$ cat config.mk
export PLATFORM = sky130hd
export DESIGN_NAME = abec_ctrl
export DESIGN_NICKNAME = d
export VERILOG_FILES = /design/src/hdl/abec_pkg.sv /design/src/hdl/abec_ctrl.sv /design/src/hdl/abec_feed_sel.sv /design/src/hdl/abec_start_edge.sv
export SDC_FILE = /design/constraint.sdc
export NUM_CORES = 1
export LEC_CHECK = 0
export ABC_AREA = 0
export ABC_CLOCK_PERIOD_IN_PS = 2750
export BUFFER_PORTS_ARGS = -buffer_cell sky130_fd_sc_hd__buf_2
export CORE_AREA = 2 2 112 114
export CTS_CLUSTER_DIAMETER = 100
export DETAILED_ROUTE_END_ITERATION = 12
export DIE_AREA = 0 0 114 116
export PLACE_DENSITY = 0.79
export SETUP_SLACK_MARGIN = 0.2
export SLEW_MARGIN = 20
export SYNTH_ARGS = -nofsm -noshare
export SYNTH_HDL_FRONTEND = slang
export SYNTH_HIERARCHICAL = 1
export SYNTH_SLANG_ARGS = --single-unit
$ cat constraint.sdc
create_clock -name i_clk_sys -period 2.75 [get_ports i_clk_sys]
set_input_delay 0.1375 -clock i_clk_sys [delete_from_list [all_inputs] [get_ports i_clk_sys]]
set_output_delay 0.1375 -clock i_clk_sys [all_outputs]
set_load 0.005 [all_outputs]
$ cat src/hdl/abec_pkg.sv
// abec_pkg: constants and carrier types for the automatic block execution control
// assumes a single 25 MHz scan clock; no register bus, all controls are plain ports
package abec_pkg;

    // timing
    localparam int unsigned CLK_PERIOD_NS   = 40;
    localparam int unsigned CS_MIN_HOLD_MS  = 100;
    localparam int unsigned CS_MIN_CYCLES   = (CS_MIN_HOLD_MS * 1000000 + CLK_PERIOD_NS - 1) / CLK_PERIOD_NS;
    localparam int unsigned CS_CNT_W        = 22;

    // widths
    localparam int unsigned FEED_W          = 16;
    localparam int unsigned JOG_W           = 5;

    // power-on levels of the active-low interlocks (not inhibiting)
    localparam logic        INHIBIT_N_RST   = 1'b1;

    typedef enum logic [1:0] {
        ABEC_KIND_NOMOVE,
        ABEC_KIND_POSITION,
        ABEC_KIND_CUT,
        ABEC_KIND_TAP
    } abec_kind_t;

    // block offered by the program source
    typedef struct packed {
        abec_kind_t          kind;
        logic                in_cycle;
        logic                stop_ok;
        logic                exact_stop;
        logic                internal;
        logic [FEED_W-1:0]   feed;
    } abec_blk_t;

    // feed decision handed to the interpolator
    typedef struct packed {
        logic [FEED_W-1:0]   rate;
        logic                cut_ovr_en;
        logic                rapid_ovr_en;
    } abec_feed_t;

    // interlock samples
    typedef struct packed {
        logic                block_start_inhibit_n;
        logic                cut_block_start_inhibit_n;
    } abec_ilk_t;

endpackage : abec_pkg

$ cat src/hdl/abec_ctrl.sv
// abec_ctrl: block-by-block sequencing of automatic operation
// assumes a program source offering blocks and an executor reporting completion
//
// Functional notes
// - single step halts after current block
// - idle single step does nothing, start runs one
// - inside fixed cycle stop at permitted point
// - block interlock holds next block, no suspension
// - cutting interlock holds non-positioning motion blocks
// - interlocks cover internally generated blocks too
// - interlocks not inhibiting from power-on
// - dry run rapid select: max cut feed
// - dry run manual feed, override if valid
// - rapid dry run only when enabled
// - no dry run manually; tapping keeps it
// - exact stop check after cutting blocks
// - exact stop input equals programmed exact stop
// - reset one keeps modal, indexes memory
// - reset one clears alarms, stops, flags reset
`timescale 1ns/1ns
`default_nettype none
module abec_ctrl
    import abec_pkg::*;
#(
    parameter int unsigned CS_MIN = CS_MIN_CYCLES
) (
    // clock, reset, scan enable
    input  wire logic              i_clk_sys,
    input  wire logic              i_rstn,
    input  wire logic              i_ce,
    // operation mode and operator controls
    input  wire logic              i_auto_mode,
    input  wire logic              i_manual_mode,
    input  wire logic              i_cycle_start_cmd,
    input  wire logic              i_feed_hold_n,
    input  wire logic              i_single_step_sel,
    input  wire logic              i_block_start_inhibit_n,
    input  wire logic              i_cut_block_start_inhibit_n,
    input  wire logic              i_exact_stop_check,
    input  wire logic              i_reset_in_one,
    // feed selection
    input  wire logic              i_dry_feed_sel,
    input  wire logic              i_rapid_sel,
    input  wire logic              i_manual_override_valid,
    input  wire logic [JOG_W-1:0]  i_manual_feed_setting,
    input  wire logic              i_dry_rapid_en,
    input  wire logic [FEED_W-1:0] i_max_cut_feed,
    input  wire logic [FEED_W-1:0] i_rapid_feed,
    // program source
    input  wire logic              i_blk_valid,
    input  wire abec_blk_t         i_blk,
    output logic                   o_blk_take,
    // executor
    output logic                   o_blk_start,
    output abec_blk_t              o_blk_cur,
    output abec_feed_t             o_feed,
    input  wire logic              i_blk_done,
    output logic                   o_inpos_req,
    input  wire logic              i_inpos_ok,
    input  wire logic              i_alarm,
    // status
    output logic                   o_auto_run,
    output logic                   o_block_busy,
    output logic                   o_single_stop,
    output logic                   o_feed_hold,
    output logic                   o_in_reset,
    output logic                   o_axis_stop,
    output logic                   o_mem_index,
    output logic                   o_alarm_clear,
    output logic                   o_mcode_end_off,
    output logic                   o_modal_keep
);
    typedef enum logic [2:0] {
        ST_IDLE,
        ST_WAIT,
        ST_EXEC,
        ST_INPOS,
        ST_SSTOP,
        ST_HOLD
    } abec_state_t;

    abec_state_t state_q;
    abec_state_t state_d;

    // scan-sampled levels
    abec_ilk_t   ilk_q;
    logic        sbk_q;
    logic        erd_q;
    logic        hold_n_q;
    logic        auto_q;
    logic        rst1_q;
    logic        blk_valid_q;
    abec_blk_t   blk_q;
    abec_blk_t   cur_q;
    logic        start_q;
    logic        busy_q;
    logic        rst_pulse_q;
    logic        cs_rel;
    logic        may_start;
    logic        take;
    logic        stop_here;
    logic        need_inpos;

    function automatic logic is_motion_cut(input abec_kind_t k);
        return (k == ABEC_KIND_CUT) || (k == ABEC_KIND_TAP);
    endfunction : is_motion_cut

    abec_start_edge #(
        .MIN_CYCLES (CS_MIN)
    ) u_start (
        .i_clk_sys         (i_clk_sys),
        .i_rstn            (i_rstn),
        .i_ce              (i_ce),
        .i_cycle_start_cmd (i_cycle_start_cmd),
        .o_release         (cs_rel)
    );

    abec_feed_sel u_feed (
        .i_clk_sys               (i_clk_sys),
        .i_rstn                  (i_rstn),
        .i_ce                    (i_ce),
        .i_load                  (take),
        .i_blk                   (blk_q),
        .i_dry_feed_sel          (i_dry_feed_sel),
        .i_rapid_sel             (i_rapid_sel),
        .i_manual_override_valid (i_manual_override_valid),
        .i_manual_feed_setting   (i_manual_feed_setting),
        .i_dry_rapid_en          (i_dry_rapid_en),
        .i_manual_mode           (i_manual_mode),
        .i_max_cut_feed          (i_max_cut_feed),
        .i_rapid_feed            (i_rapid_feed),
        .o_feed                  (o_feed)
    );

    // one sample per scan of the interlock, single step, exact stop, hold, auto, reset one and block inputs
    always_ff @(posedge i_clk_sys) begin
        if (!i_rstn) begin
            ilk_q       <= '{INHIBIT_N_RST, INHIBIT_N_RST};
            sbk_q       <= 1'b0;
            erd_q       <= 1'b0;
            hold_n_q    <= 1'b1;
            auto_q      <= 1'b0;
            rst1_q      <= 1'b0;
            blk_valid_q <= 1'b0;
            blk_q       <= '0;
        end else if (i_ce) begin
            ilk_q       <= '{i_block_start_inhibit_n, i_cut_block_start_inhibit_n};
            sbk_q       <= i_single_step_sel;
            erd_q       <= i_exact_stop_check;
            hold_n_q    <= i_feed_hold_n;
            auto_q      <= i_auto_mode;
            rst1_q      <= i_reset_in_one;
            blk_valid_q <= i_blk_valid && !take;
            blk_q       <= i_blk;
        end
    end

    // interlocks gate every block, internal ones included
    always_comb begin
        may_start = ilk_q.block_start_inhibit_n;
        if (is_motion_cut(blk_q.kind) && !ilk_q.cut_block_start_inhibit_n) begin
            may_start = 1'b0;
        end
    end

    assign take       = (state_q == ST_WAIT) && blk_valid_q && may_start && !rst1_q && i_ce;
    assign need_inpos = is_motion_cut(cur_q.kind) && (erd_q || cur_q.exact_stop);
    assign stop_here  = sbk_q && (!cur_q.in_cycle || cur_q.stop_ok);

    always_comb begin
        state_d = state_q;
        unique case (state_q)
            ST_IDLE: begin
                if (cs_rel && auto_q && hold_n_q && !i_alarm) begin
                    state_d = ST_WAIT;
                end
            end
            ST_WAIT: begin
                if (!hold_n_q) begin
                    state_d = ST_HOLD;
                end else if (take) begin
                    state_d = ST_EXEC;
                end
            end
            ST_EXEC: begin
                if (i_blk_done) begin
                    if (need_inpos) begin
                        state_d = ST_INPOS;
                    end else if (stop_here) begin
                        state_d = ST_SSTOP;
                    end else begin
                        state_d = ST_WAIT;
                    end
                end else if (!hold_n_q) begin
                    state_d = ST_HOLD;
                end
            end
            ST_INPOS: begin
                if (i_inpos_ok) begin
                    state_d = stop_here ? ST_SSTOP : ST_WAIT;
                end
            end
            ST_SSTOP: begin
                if (cs_rel && hold_n_q && !i_alarm) begin
                    state_d = ST_WAIT;
                end
            end
            ST_HOLD: begin
                if (cs_rel && hold_n_q && !i_alarm) begin
                    state_d = busy_q ? ST_EXEC : ST_WAIT;
                end
            end
        endcase
        if (rst1_q || !auto_q || i_alarm) begin
            state_d = ST_IDLE;
        end
    end

    always_ff @(posedge i_clk_sys) begin
        if (!i_rstn) begin
            state_q <= ST_IDLE;
        end else if (i_ce) begin
            state_q <= state_d;
        end
    end

    // current block and busy flag
    always_ff @(posedge i_clk_sys) begin
        if (!i_rstn) begin
            cur_q   <= '0;
            busy_q  <= 1'b0;
            start_q <= 1'b0;
        end else if (i_ce) begin
            start_q <= take;
            if (take) begin
                cur_q  <= blk_q;
                busy_q <= 1'b1;
            end else if (i_blk_done || rst1_q) begin
                busy_q <= 1'b0;
            end
        end
    end

    // reset one: one-scan pulse for memory index and alarm clear
    always_ff @(posedge i_clk_sys) begin
        if (!i_rstn) begin
            rst_pulse_q <= 1'b0;
        end else if (i_ce) begin
            rst_pulse_q <= i_reset_in_one && !rst1_q;
        end
    end

    assign o_blk_take      = take;
    assign o_blk_start     = start_q && i_ce;
    assign o_blk_cur       = cur_q;
    assign o_inpos_req     = (state_q == ST_INPOS);
    assign o_auto_run      = (state_q == ST_WAIT) || (state_q == ST_EXEC) || (state_q == ST_INPOS);
    assign o_block_busy    = busy_q;
    assign o_single_stop   = (state_q == ST_SSTOP);
    assign o_feed_hold     = (state_q == ST_HOLD);
    assign o_in_reset      = rst1_q;
    assign o_axis_stop     = rst1_q || (state_q == ST_HOLD) || (state_q == ST_INPOS);
    assign o_mem_index     = rst_pulse_q && i_ce;
    assign o_alarm_clear   = rst_pulse_q && i_ce;
    assign o_mcode_end_off = rst1_q;
    assign o_modal_keep    = 1'b1;
endmodule : abec_ctrl
`default_nettype wire

$ cat src/hdl/abec_feed_sel.sv
// abec_feed_sel: dry run feedrate substitution for the block being started
// assumes kind and levels are stable while o_feed is loaded
`timescale 1ns/1ns
`default_nettype none
module abec_feed_sel
    import abec_pkg::*;
(
    // clock and reset
    input  wire logic              i_clk_sys,
    input  wire logic              i_rstn,
    input  wire logic              i_ce,
    // load strobe and block
    input  wire logic              i_load,
    input  wire abec_blk_t         i_blk,
    // operator selections
    input  wire logic              i_dry_feed_sel,
    input  wire logic              i_rapid_sel,
    input  wire logic              i_manual_override_valid,
    input  wire logic [JOG_W-1:0]  i_manual_feed_setting,
    input  wire logic              i_dry_rapid_en,
    input  wire logic              i_manual_mode,
    input  wire logic [FEED_W-1:0] i_max_cut_feed,
    input  wire logic [FEED_W-1:0] i_rapid_feed,
    // decision
    output abec_feed_t             o_feed
);
    abec_feed_t feed_d;
    abec_feed_t feed_q;
    logic       dry;
    logic       cutting;
    logic [FEED_W-1:0] manual_rate;

    assign manual_rate = FEED_W'(i_manual_feed_setting);

    always_comb begin
        dry     = i_dry_feed_sel && !i_manual_mode;
        cutting = (i_blk.kind == ABEC_KIND_CUT) || (i_blk.kind == ABEC_KIND_TAP);
        feed_d  = '{rate: i_blk.feed, cut_ovr_en: 1'b1, rapid_ovr_en: 1'b0};
        if (cutting) begin
            if (dry && i_rapid_sel) begin
                feed_d = '{rate: i_max_cut_feed, cut_ovr_en: 1'b0, rapid_ovr_en: 1'b0};
            end else if (dry) begin
                feed_d = '{rate: manual_rate, cut_ovr_en: i_manual_override_valid, rapid_ovr_en: 1'b0};
            end
        end else if (i_blk.kind == ABEC_KIND_POSITION) begin
            if (dry && i_dry_rapid_en && !i_rapid_sel) begin
                feed_d = '{rate: manual_rate, cut_ovr_en: 1'b0, rapid_ovr_en: 1'b0};
            end else begin
                feed_d = '{rate: i_rapid_feed, cut_ovr_en: 1'b0, rapid_ovr_en: 1'b1};
            end
        end else begin
            feed_d = '{rate: '0, cut_ovr_en: 1'b0, rapid_ovr_en: 1'b0};
        end
    end

    always_ff @(posedge i_clk_sys) begin
        if (!i_rstn) begin
            feed_q <= '0;
        end else if (i_ce && i_load) begin
            feed_q <= feed_d;
        end
    end

    assign o_feed = feed_q;
endmodule : abec_feed_sel
`default_nettype wire

$ cat src/hdl/abec_start_edge.sv
// abec_start_edge: cycle start release detector with minimum hold time
// assumes the push button level is synchronous to i_clk_sys
`timescale 1ns/1ns
`default_nettype none
module abec_start_edge
    import abec_pkg::*;
#(
    parameter int unsigned MIN_CYCLES = CS_MIN_CYCLES
) (
    // clock and reset
    input  wire logic i_clk_sys,
    input  wire logic i_rstn,
    input  wire logic i_ce,
    // button
    input  wire logic i_cycle_start_cmd,
    // release pulse
    output logic      o_release
);
    localparam logic [CS_CNT_W-1:0] MIN_C = CS_CNT_W'(MIN_CYCLES);

    logic                cs_q;
    logic [CS_CNT_W-1:0] hold_q;
    logic                rel_q;

    always_ff @(posedge i_clk_sys) begin
        if (!i_rstn) begin
            cs_q <= 1'b0;
        end else if (i_ce) begin
            cs_q <= i_cycle_start_cmd;
        end
    end

    // saturating on-time count
    always_ff @(posedge i_clk_sys) begin
        if (!i_rstn) begin
            hold_q <= '0;
        end else if (i_ce) begin
            if (!i_cycle_start_cmd) begin
                hold_q <= '0;
            end else if (hold_q < MIN_C) begin
                hold_q <= hold_q + 1'b1;
            end
        end
    end

    // act on the on-to-off transition only after the minimum hold
    always_ff @(posedge i_clk_sys) begin
        if (!i_rstn) begin
            rel_q <= 1'b0;
        end else if (i_ce) begin
            rel_q <= cs_q && !i_cycle_start_cmd && (hold_q >= MIN_C);
        end
    end

    assign o_release = rel_q && i_ce;
endmodule : abec_start_edge
`default_nettype wire

==> results of run 1 <==
==> path summary, 6_finish.rpt <==
check                                                  from          endpoint  cells after the start
worst max-delay path                             state_q[0]  u_feed/o_feed[3]                      6
worst max register to register                   state_q[0]  u_feed/o_feed[3]                      6
worst min register to register                u_start/rel_q     u_start/rel_q                      2
worst min-delay path            i_cut_block_start_inhibit_n          ilk_q[0]                      3
==> routing by layer <==
| layer | global-route usage (%) | routed length, um | vias to the layer above |
|---|---|---|---|
| met5 | 0 | 0 | - |
| met4 | 7.97 | 256 | 0 |
| met3 | 4.71 | 971 | 29 |
| met2 | 32.6 | 6170 | 209 |
| met1 | 26.0 | 6090 | 2210 |
| li1 | - | - | 2337 |
==> through the flow <==
stage	util (%)	std cells	total power, mW	area (um2)
2_1_floorplan	-	582	1.69	5260
3_3_place_gp	50.1	827	1.79	5960
3_5_place_dp	50.1	827	1.80	5960
4_1_cts	52.2	840	2.92	6220
5_1_grt	52.2	840	3.01	6220
6_report	52.2	840	2.90	6220
==> kinds of logic after synthesis <==
kind of cell | after synthesis
other | 1
and+or+nand+nor | 228
DFF | 100
buffers and inverters | 61
adders and majority gates | 2
AOI/OAI and AO/OA | 120
muxes | 70
==> flip-flops by register name (all words and copies together), names as in the netlist <==
register	flops
auto_q	1
start_q	1
o_blk_cur	22
hold_n_q	1
blk_valid_q	1
u_start/cs_q	1
u_start/hold_q	22
erd_q	1
o_block_busy	1
sbk_q	1
ilk_q	2
o_in_reset	1
state_q	3
rst_pulse_q	1
blk_q	22
u_feed/o_feed	18
u_start/rel_q	1
==> worst max-delay path, cell delays in order (launching register included) <==
cell and delay (ns):
dfxtp_1 0.48, nor3b_1 0.30, nor3b_4 0.31, buf_4 0.30
and2_2 0.39, o21ai_0 0.15, a31oi_1 0.20
==> cell type report <==
class                           instances  area [um2]  area share (%)
Multi-Input combinational cell        421        2970            47.8
Sequential cell                       100        2000            32.2
Timing Repair Buffer                  139         731            11.7
Clock buffer                           11         243            3.90
Tap cell                              147         184            2.96
Inverter                               20        75.1            1.21
Clock inverter                          2        13.8           0.221
==> placed cells by master (no fill, tap or decap), types with 11 or more instances in the layout <==
| cell type | n |
|---|---|
| nand2b_1 | 13 |
| o21ai_0 | 33 |
| mux2i_1 | 68 |
| buf_2 | 130 |
| o211ai_1 | 12 |
| nand2_1 | 39 |
| a21oi_1 | 12 |
| and3_1 | 11 |
| nor2b_1 | 60 |
| inv_1 | 19 |
| nor2_1 | 17 |
| dfxtp_1 | 100 |
| nand3_1 | 24 |
==> power breakdown <==
part	switching, mW	leakage [nW]	internal, mW
logic	0.143	1.60	0.122
clock network	0.509	0.127	0.623
registers	0.0236	0.812	1.48
total	0.675	2.54	2.22
==> what timing repair did <==
item	in CTS	in global routing
endpoints found under the setup margin	0	8
setup buffers	0	0
resized for setup	0	1
endpoints found under the hold margin	0	0
==> impl_metrics.tcl, run 1 <==
set metrics [dict create \
    fmax_mhz 450 \
    skew_ns 0.00902 \
    yosysTopAreaCellShare_pct 38.1 \
    core_mm2 0.0119 \
    synth_compound_area_share_pct 16.8 \
    outcome "finished clean" \
    synthMuxAreaShare_pct 13.4 \
    leakage_nw 2.54 \
    fin_ws_ns 0.527 \
    clk_pin_slew_worst_paths_ns 0.06 \
    drt-total-wl_mm 13.5 \
    area_delta_synth_final_pct 18.3 \
    io_pins 132 \
    fin_crit_ns 2.22 \
    post-synth-top-count-cell "dfxtp_1" \
    drv_cap 0 \
    path_max_fanout 19 \
    grt_pass1_wl_mm 21.6 \
    tightestPinTransition_ns 0.804 \
    grt_pass1_vias 4494 \
    fill_cells 1082 \
    synthTopCellsByArea "dfxtp_1 (38%), mux2i_1 (13%), nor2b_1 (7.3%), o21ai_0 (3.1%), nand2_1 (2.8%)" \
    syn_nets 663 \
    dr.pass1.iters 5 \
    yosys.area.top_type "dfxtp_1" \
    drive_gt1_share_pct 25.0 \
    syn_area_mm2 0.00526 \
    cp.required_ns 3.01 \
    gr-usage-all-layers_pct 20.1 \
    rsz0062_at_grt "no" \
    viasPerCell 5.70 \
    ir_drop_uv 283 \
    die_h_um 116 \
    clockBufferDepth 2 \
    fin_setup_tns_ns 0 \
    postCtsHoldBufs 0 \
    grt_overflow 0 \
    dp_worst_setup_slack_ns 0.406 \
    num_vias 4785 \
    yosysUniqueCellTypes 66 \
    synth-seq-cells 100 \
    place.gp.congestion 0.904 \
    tritoncts "done" \
    cp.arrival_ns 2.48 \
    place_hpwl_mm 9.61 \
    hold_violations 0 \
    chipWidth_um 114 \
    synthSimpleGateAreaFrac_pct 25.7 \
    finalCritPeriodShare_pct 80.8 \
    drt_iter0_drc 393 \
    antenna_found_initial 0 \
    nets 772 \
    synthFlopType "dfxtp_1" \
    drcViolationCount 0 \
    port-buffer-count 130 \
    syn_avg_cell_area_um2 9.03 \
    critPathCaptureType "register" \
    slew_viol_final 0 \
    syn_inst 582 \
    relSlewSlack_pct 46.2 \
    insertion_delay_ns 0.34 \
    yosys.area_share.xor_xnor_pct 0 \
    root_buffer "clkbuf_16" \
    routedWlPerCell_um 16.0 \
    synth_top_cells_by_count "dfxtp_1 (100), mux2i_1 (68), nor2b_1 (61)" \
    cts.sinks 100 \
    power.density_mw_per_mm2 466 \
    worst_hold_path_type "input pin to register" \
    initial_core_util_pct 44.1 \
    diodes 0 \
    setup_viol 0 \
    yosys.area_share.adder_pct 0.476 \
    yosysSeqAreaShare_pct 38.1 \
    ant_nets 0 \
    ys_warn_count 6 \
    worstSetupPathType "register to register" \
    synth_top_family_by_area "simple AND/OR/NAND/NOR gates" \
    hold_slack_ns 0.0171 \
    std_cell_rows 40 \
    crit_path_start_kind "register" \
    cts_made_buffers 9 \
    synth-edff-count 0 \
    htreeDepth 3 \
    ys_async_sr_fraction_pct 0 \
    grt_max_degree 71 \
    fp.dieArea_mm2 0.0132 \
    worst-r2r-setup-slack_ns 0.53 \
]
Note: power is estimated with default switching activity, not from simulation.
==> inputs of run 2 (changes only) <==
--- a/config.mk
+++ b/config.mk
@@ -5,14 +5,14 @@
 export SDC_FILE = /design/constraint.sdc
 export NUM_CORES = 1
 export LEC_CHECK = 0
-export ABC_AREA = 0
-export ABC_CLOCK_PERIOD_IN_PS = 2750
+export ABC_AREA = 1
+export ABC_CLOCK_PERIOD_IN_PS = 1900
 export BUFFER_PORTS_ARGS = -buffer_cell sky130_fd_sc_hd__buf_2
 export CORE_AREA = 2 2 112 114
 export CTS_CLUSTER_DIAMETER = 100
 export DETAILED_ROUTE_END_ITERATION = 12
 export DIE_AREA = 0 0 114 116
-export PLACE_DENSITY = 0.79
+export PLACE_DENSITY = 0.82
 export SETUP_SLACK_MARGIN = 0.2
 export SLEW_MARGIN = 20
 export SYNTH_ARGS = -nofsm -noshare
==> constraint.sdc (replaced) <==
create_clock -name i_clk_sys -period 1.9 [get_ports i_clk_sys]
set_input_delay 0.095 -clock i_clk_sys [delete_from_list [all_inputs] [get_ports i_clk_sys]]
set_output_delay 0.095 -clock i_clk_sys [all_outputs]
set_load 0.005 [all_outputs]
==> impl_metrics.tcl, run 2 <==
set metrics [dict create \
    fill_cells 1172 \
    grt_pass1_wl_mm 23.7 \
    multiInputGateArea_mm2 0.00288 \
    yosysSeqAreaShare_pct 37.6 \
    drt_iter0_drc 387 \
    post-synth-top-count-cell "nand2_1" \
    grt_pass1_vias 5196 \
    skew_ns 0.00802 \
    dp.cells 1090 \
    syn_nets 915 \
    hold_slack_ns 0.0117 \
    fin_area_mm2 0.00664 \
    clk_pin_slew_worst_paths_ns 0.07 \
    place.gp.congestion 0.957 \
    diodes 0 \
    syn_avg_cell_area_um2 6.39 \
    rsz0062_at_grt "yes" \
    synth_compound_area_share_pct 14.4 \
    core_mm2 0.0119 \
    synth_top_family_by_area "simple AND/OR/NAND/NOR gates" \
    clockBufferDepth 2 \
    ir_drop_uv 498 \
    cpMostUsedCell "nand2_1" \
    fp.dieArea_mm2 0.0132 \
    worst_hold_path_type "input pin to register" \
    yosys.area_share.xor_xnor_pct 0.329 \
    port-buffer-count 130 \
    cts_made_buffers 9 \
    cts.sinks 100 \
    dp_worst_setup_slack_ns 0.128 \
    drt-total-wl_mm 14.7 \
    ys_async_sr_fraction_pct 0 \
    syn_inst 834 \
    area_delta_synth_final_pct 24.7 \
    synthSimpleGateAreaFrac_pct 37.2 \
    gr-usage-all-layers_pct 22.1 \
    worstSetupStartpoint "u_start/hold_q[6]" \
    drv_cap 0 \
    num_vias 5687 \
    slew_viol_final 0 \
    io_pins 132 \
    critical_path.max_stage_delay_ns 0.44 \
    final_cell_mix "nand2_1 (215), nor2_1 (132), buf_2 (130)" \
    crit_chain "nand2_1 -> nor2_1 -> nand2_1 -> o21bai_1 -> nand2_1 -> nor2_1 -> nand3_1 -> a21oi_1" \
    setup_viol 0 \
    antenna_found_initial 0 \
    yosysTopAreaCellShare_pct 37.6 \
    yosysUniqueCellTypes 33 \
    viasPerCell 5.09 \
    outcome "finished clean" \
    critPathCaptureType "register" \
    synthFlopType "dfxtp_1" \
    worstSetupPathType "register to register" \
    synthMuxAreaShare_pct 0 \
    die_h_um 116 \
    tritoncts "done" \
    yosys.area.top_type "dfxtp_1" \
    syn_area_mm2 0.00533 \
    nets 1047 \
    regArea_mm2 0.00202 \
    std_cell_rows 40 \
    hold_start "i_blk[1]" \
    power.density_mw_per_mm2 695 \
    finalCritPeriodShare_pct 83.8 \
    crit_slowest_cell "dfxtp_1" \
    hold_violations 0 \
    insertion_delay_ns 0.35 \
    synth-seq-cells 100 \
    grt_max_degree 37 \
    layout_commonest_cell "nand2_1" \
    dr.pass1.iters 5 \
    synth-edff-count 0 \
    crit_path_start_kind "register" \
    ys_warn_count 6 \
    cp.arrival_ns 1.87 \
    cp.required_ns 2.17 \
    htreeDepth 3 \
    place_hpwl_mm 10.8 \
    chipWidth_um 114 \
    routedWlPerCell_um 13.2 \
    final_cells 1118 \
    fin_crit_ns 1.59 \
    placed_area_mm2 0.00607 \
    synth_top_cells_by_count "nand2_1 (218), nor2_1 (140), dfxtp_1 (100)" \
    r2r-start "u_start/hold_q[6]" \
    ant_nets 0 \
    fin_ws_ns 0.307 \
    initial_core_util_pct 44.7 \
    leakage_nw 3.15 \
    synthTopCellsByArea "dfxtp_1 (38%), nand2_1 (15%), nor2_1 (9.9%), nand3_1 (6.0%), a21oi_1 (5.4%)" \
    yosys.area_share.adder_pct 0.470 \
    grt_overflow 0 \
    path_max_fanout 6 \
    fmax_mhz 628 \
    drcViolationCount 0 \
    root_buffer "clkbuf_16" \
    fin_setup_tns_ns 0 \
    drive_gt1_share_pct 24.3 \
]
-- run 2: final timing paths --
| kind | to | slack [ns] | cells after the start |
|---|---|---|---|
| setup reg to reg | u_start/hold_q[10] | 0.31 | 8 |
| setup / recovery | u_start/hold_q[10] | 0.31 | 8 |
| hold reg to reg | sbk_q | 0.45 | 2 |
| hold / removal | blk_q[1] | 0.01 | 3 |
-- run 2: stage by stage --
step,total power [mW],utilization (%)
floorplan,2.59,-
global placement,2.78,51.0
detailed placement,2.79,51.0
CTS,4.64,54.3
global route,4.83,55.7
finish,4.61,55.7
-- run 2: report_power, final --
group | internal (mW) | total [mW] | switching [mW]
Combinational | 0.215 | 0.538 | 0.323
Sequential | 2.17 | 2.24 | 0.0683
Clock | 0.962 | 1.84 | 0.875
Total | 3.35 | 4.61 | 1.27
-- run 2: area by class of cell --
type                    count  share of cell area (%)
multi-input cells         614                    43.4
flip-flops and latches    100                    30.4
repair buffers            158                    14.0
inverters                  83                    4.84
clock buffers              10                    3.60
well taps                 147                    2.77
clock inverters             6                   0.942
-- run 2: critical path, delay by kind of cell (launching register included) --
| family | cells | cell delay (ns) |
|---|---|---|
| AOI/OAI and AO/OA | 2 | 0.30 |
| DFF | 1 | 0.44 |
| and+or+nand+nor | 6 | 0.78 |
-- run 2: cell families after synthesis --
kind of cell	Yosys count
flip-flops	100
other	1
adder cells (fa/ha/maj)	2
AND/OR/NAND/NOR	467
buffers and inverters	120
AO/OA/AOI/OAI	142
XOR/XNOR	2
-- run 2: layer usage --
metal  vias to the layer above  global-route usage, %  routed length, um
li1                       2917                      -                  -
met1                      2543                   27.8               6500
met2                       197                   36.9               6960
met3                        30                   4.29                859
met4                         0                   10.2                400
met5                         -                      0                  0
-- run 2: repair_timing --
action	4_1_cts	5_1_grt
buffers inserted	0	1
gates resized for setup	2	46
pin swaps	0	4
hold buffers	9	0
hold endpoints to repair	9	0
endpoints found under the setup margin	2	45
gates cloned	0	2
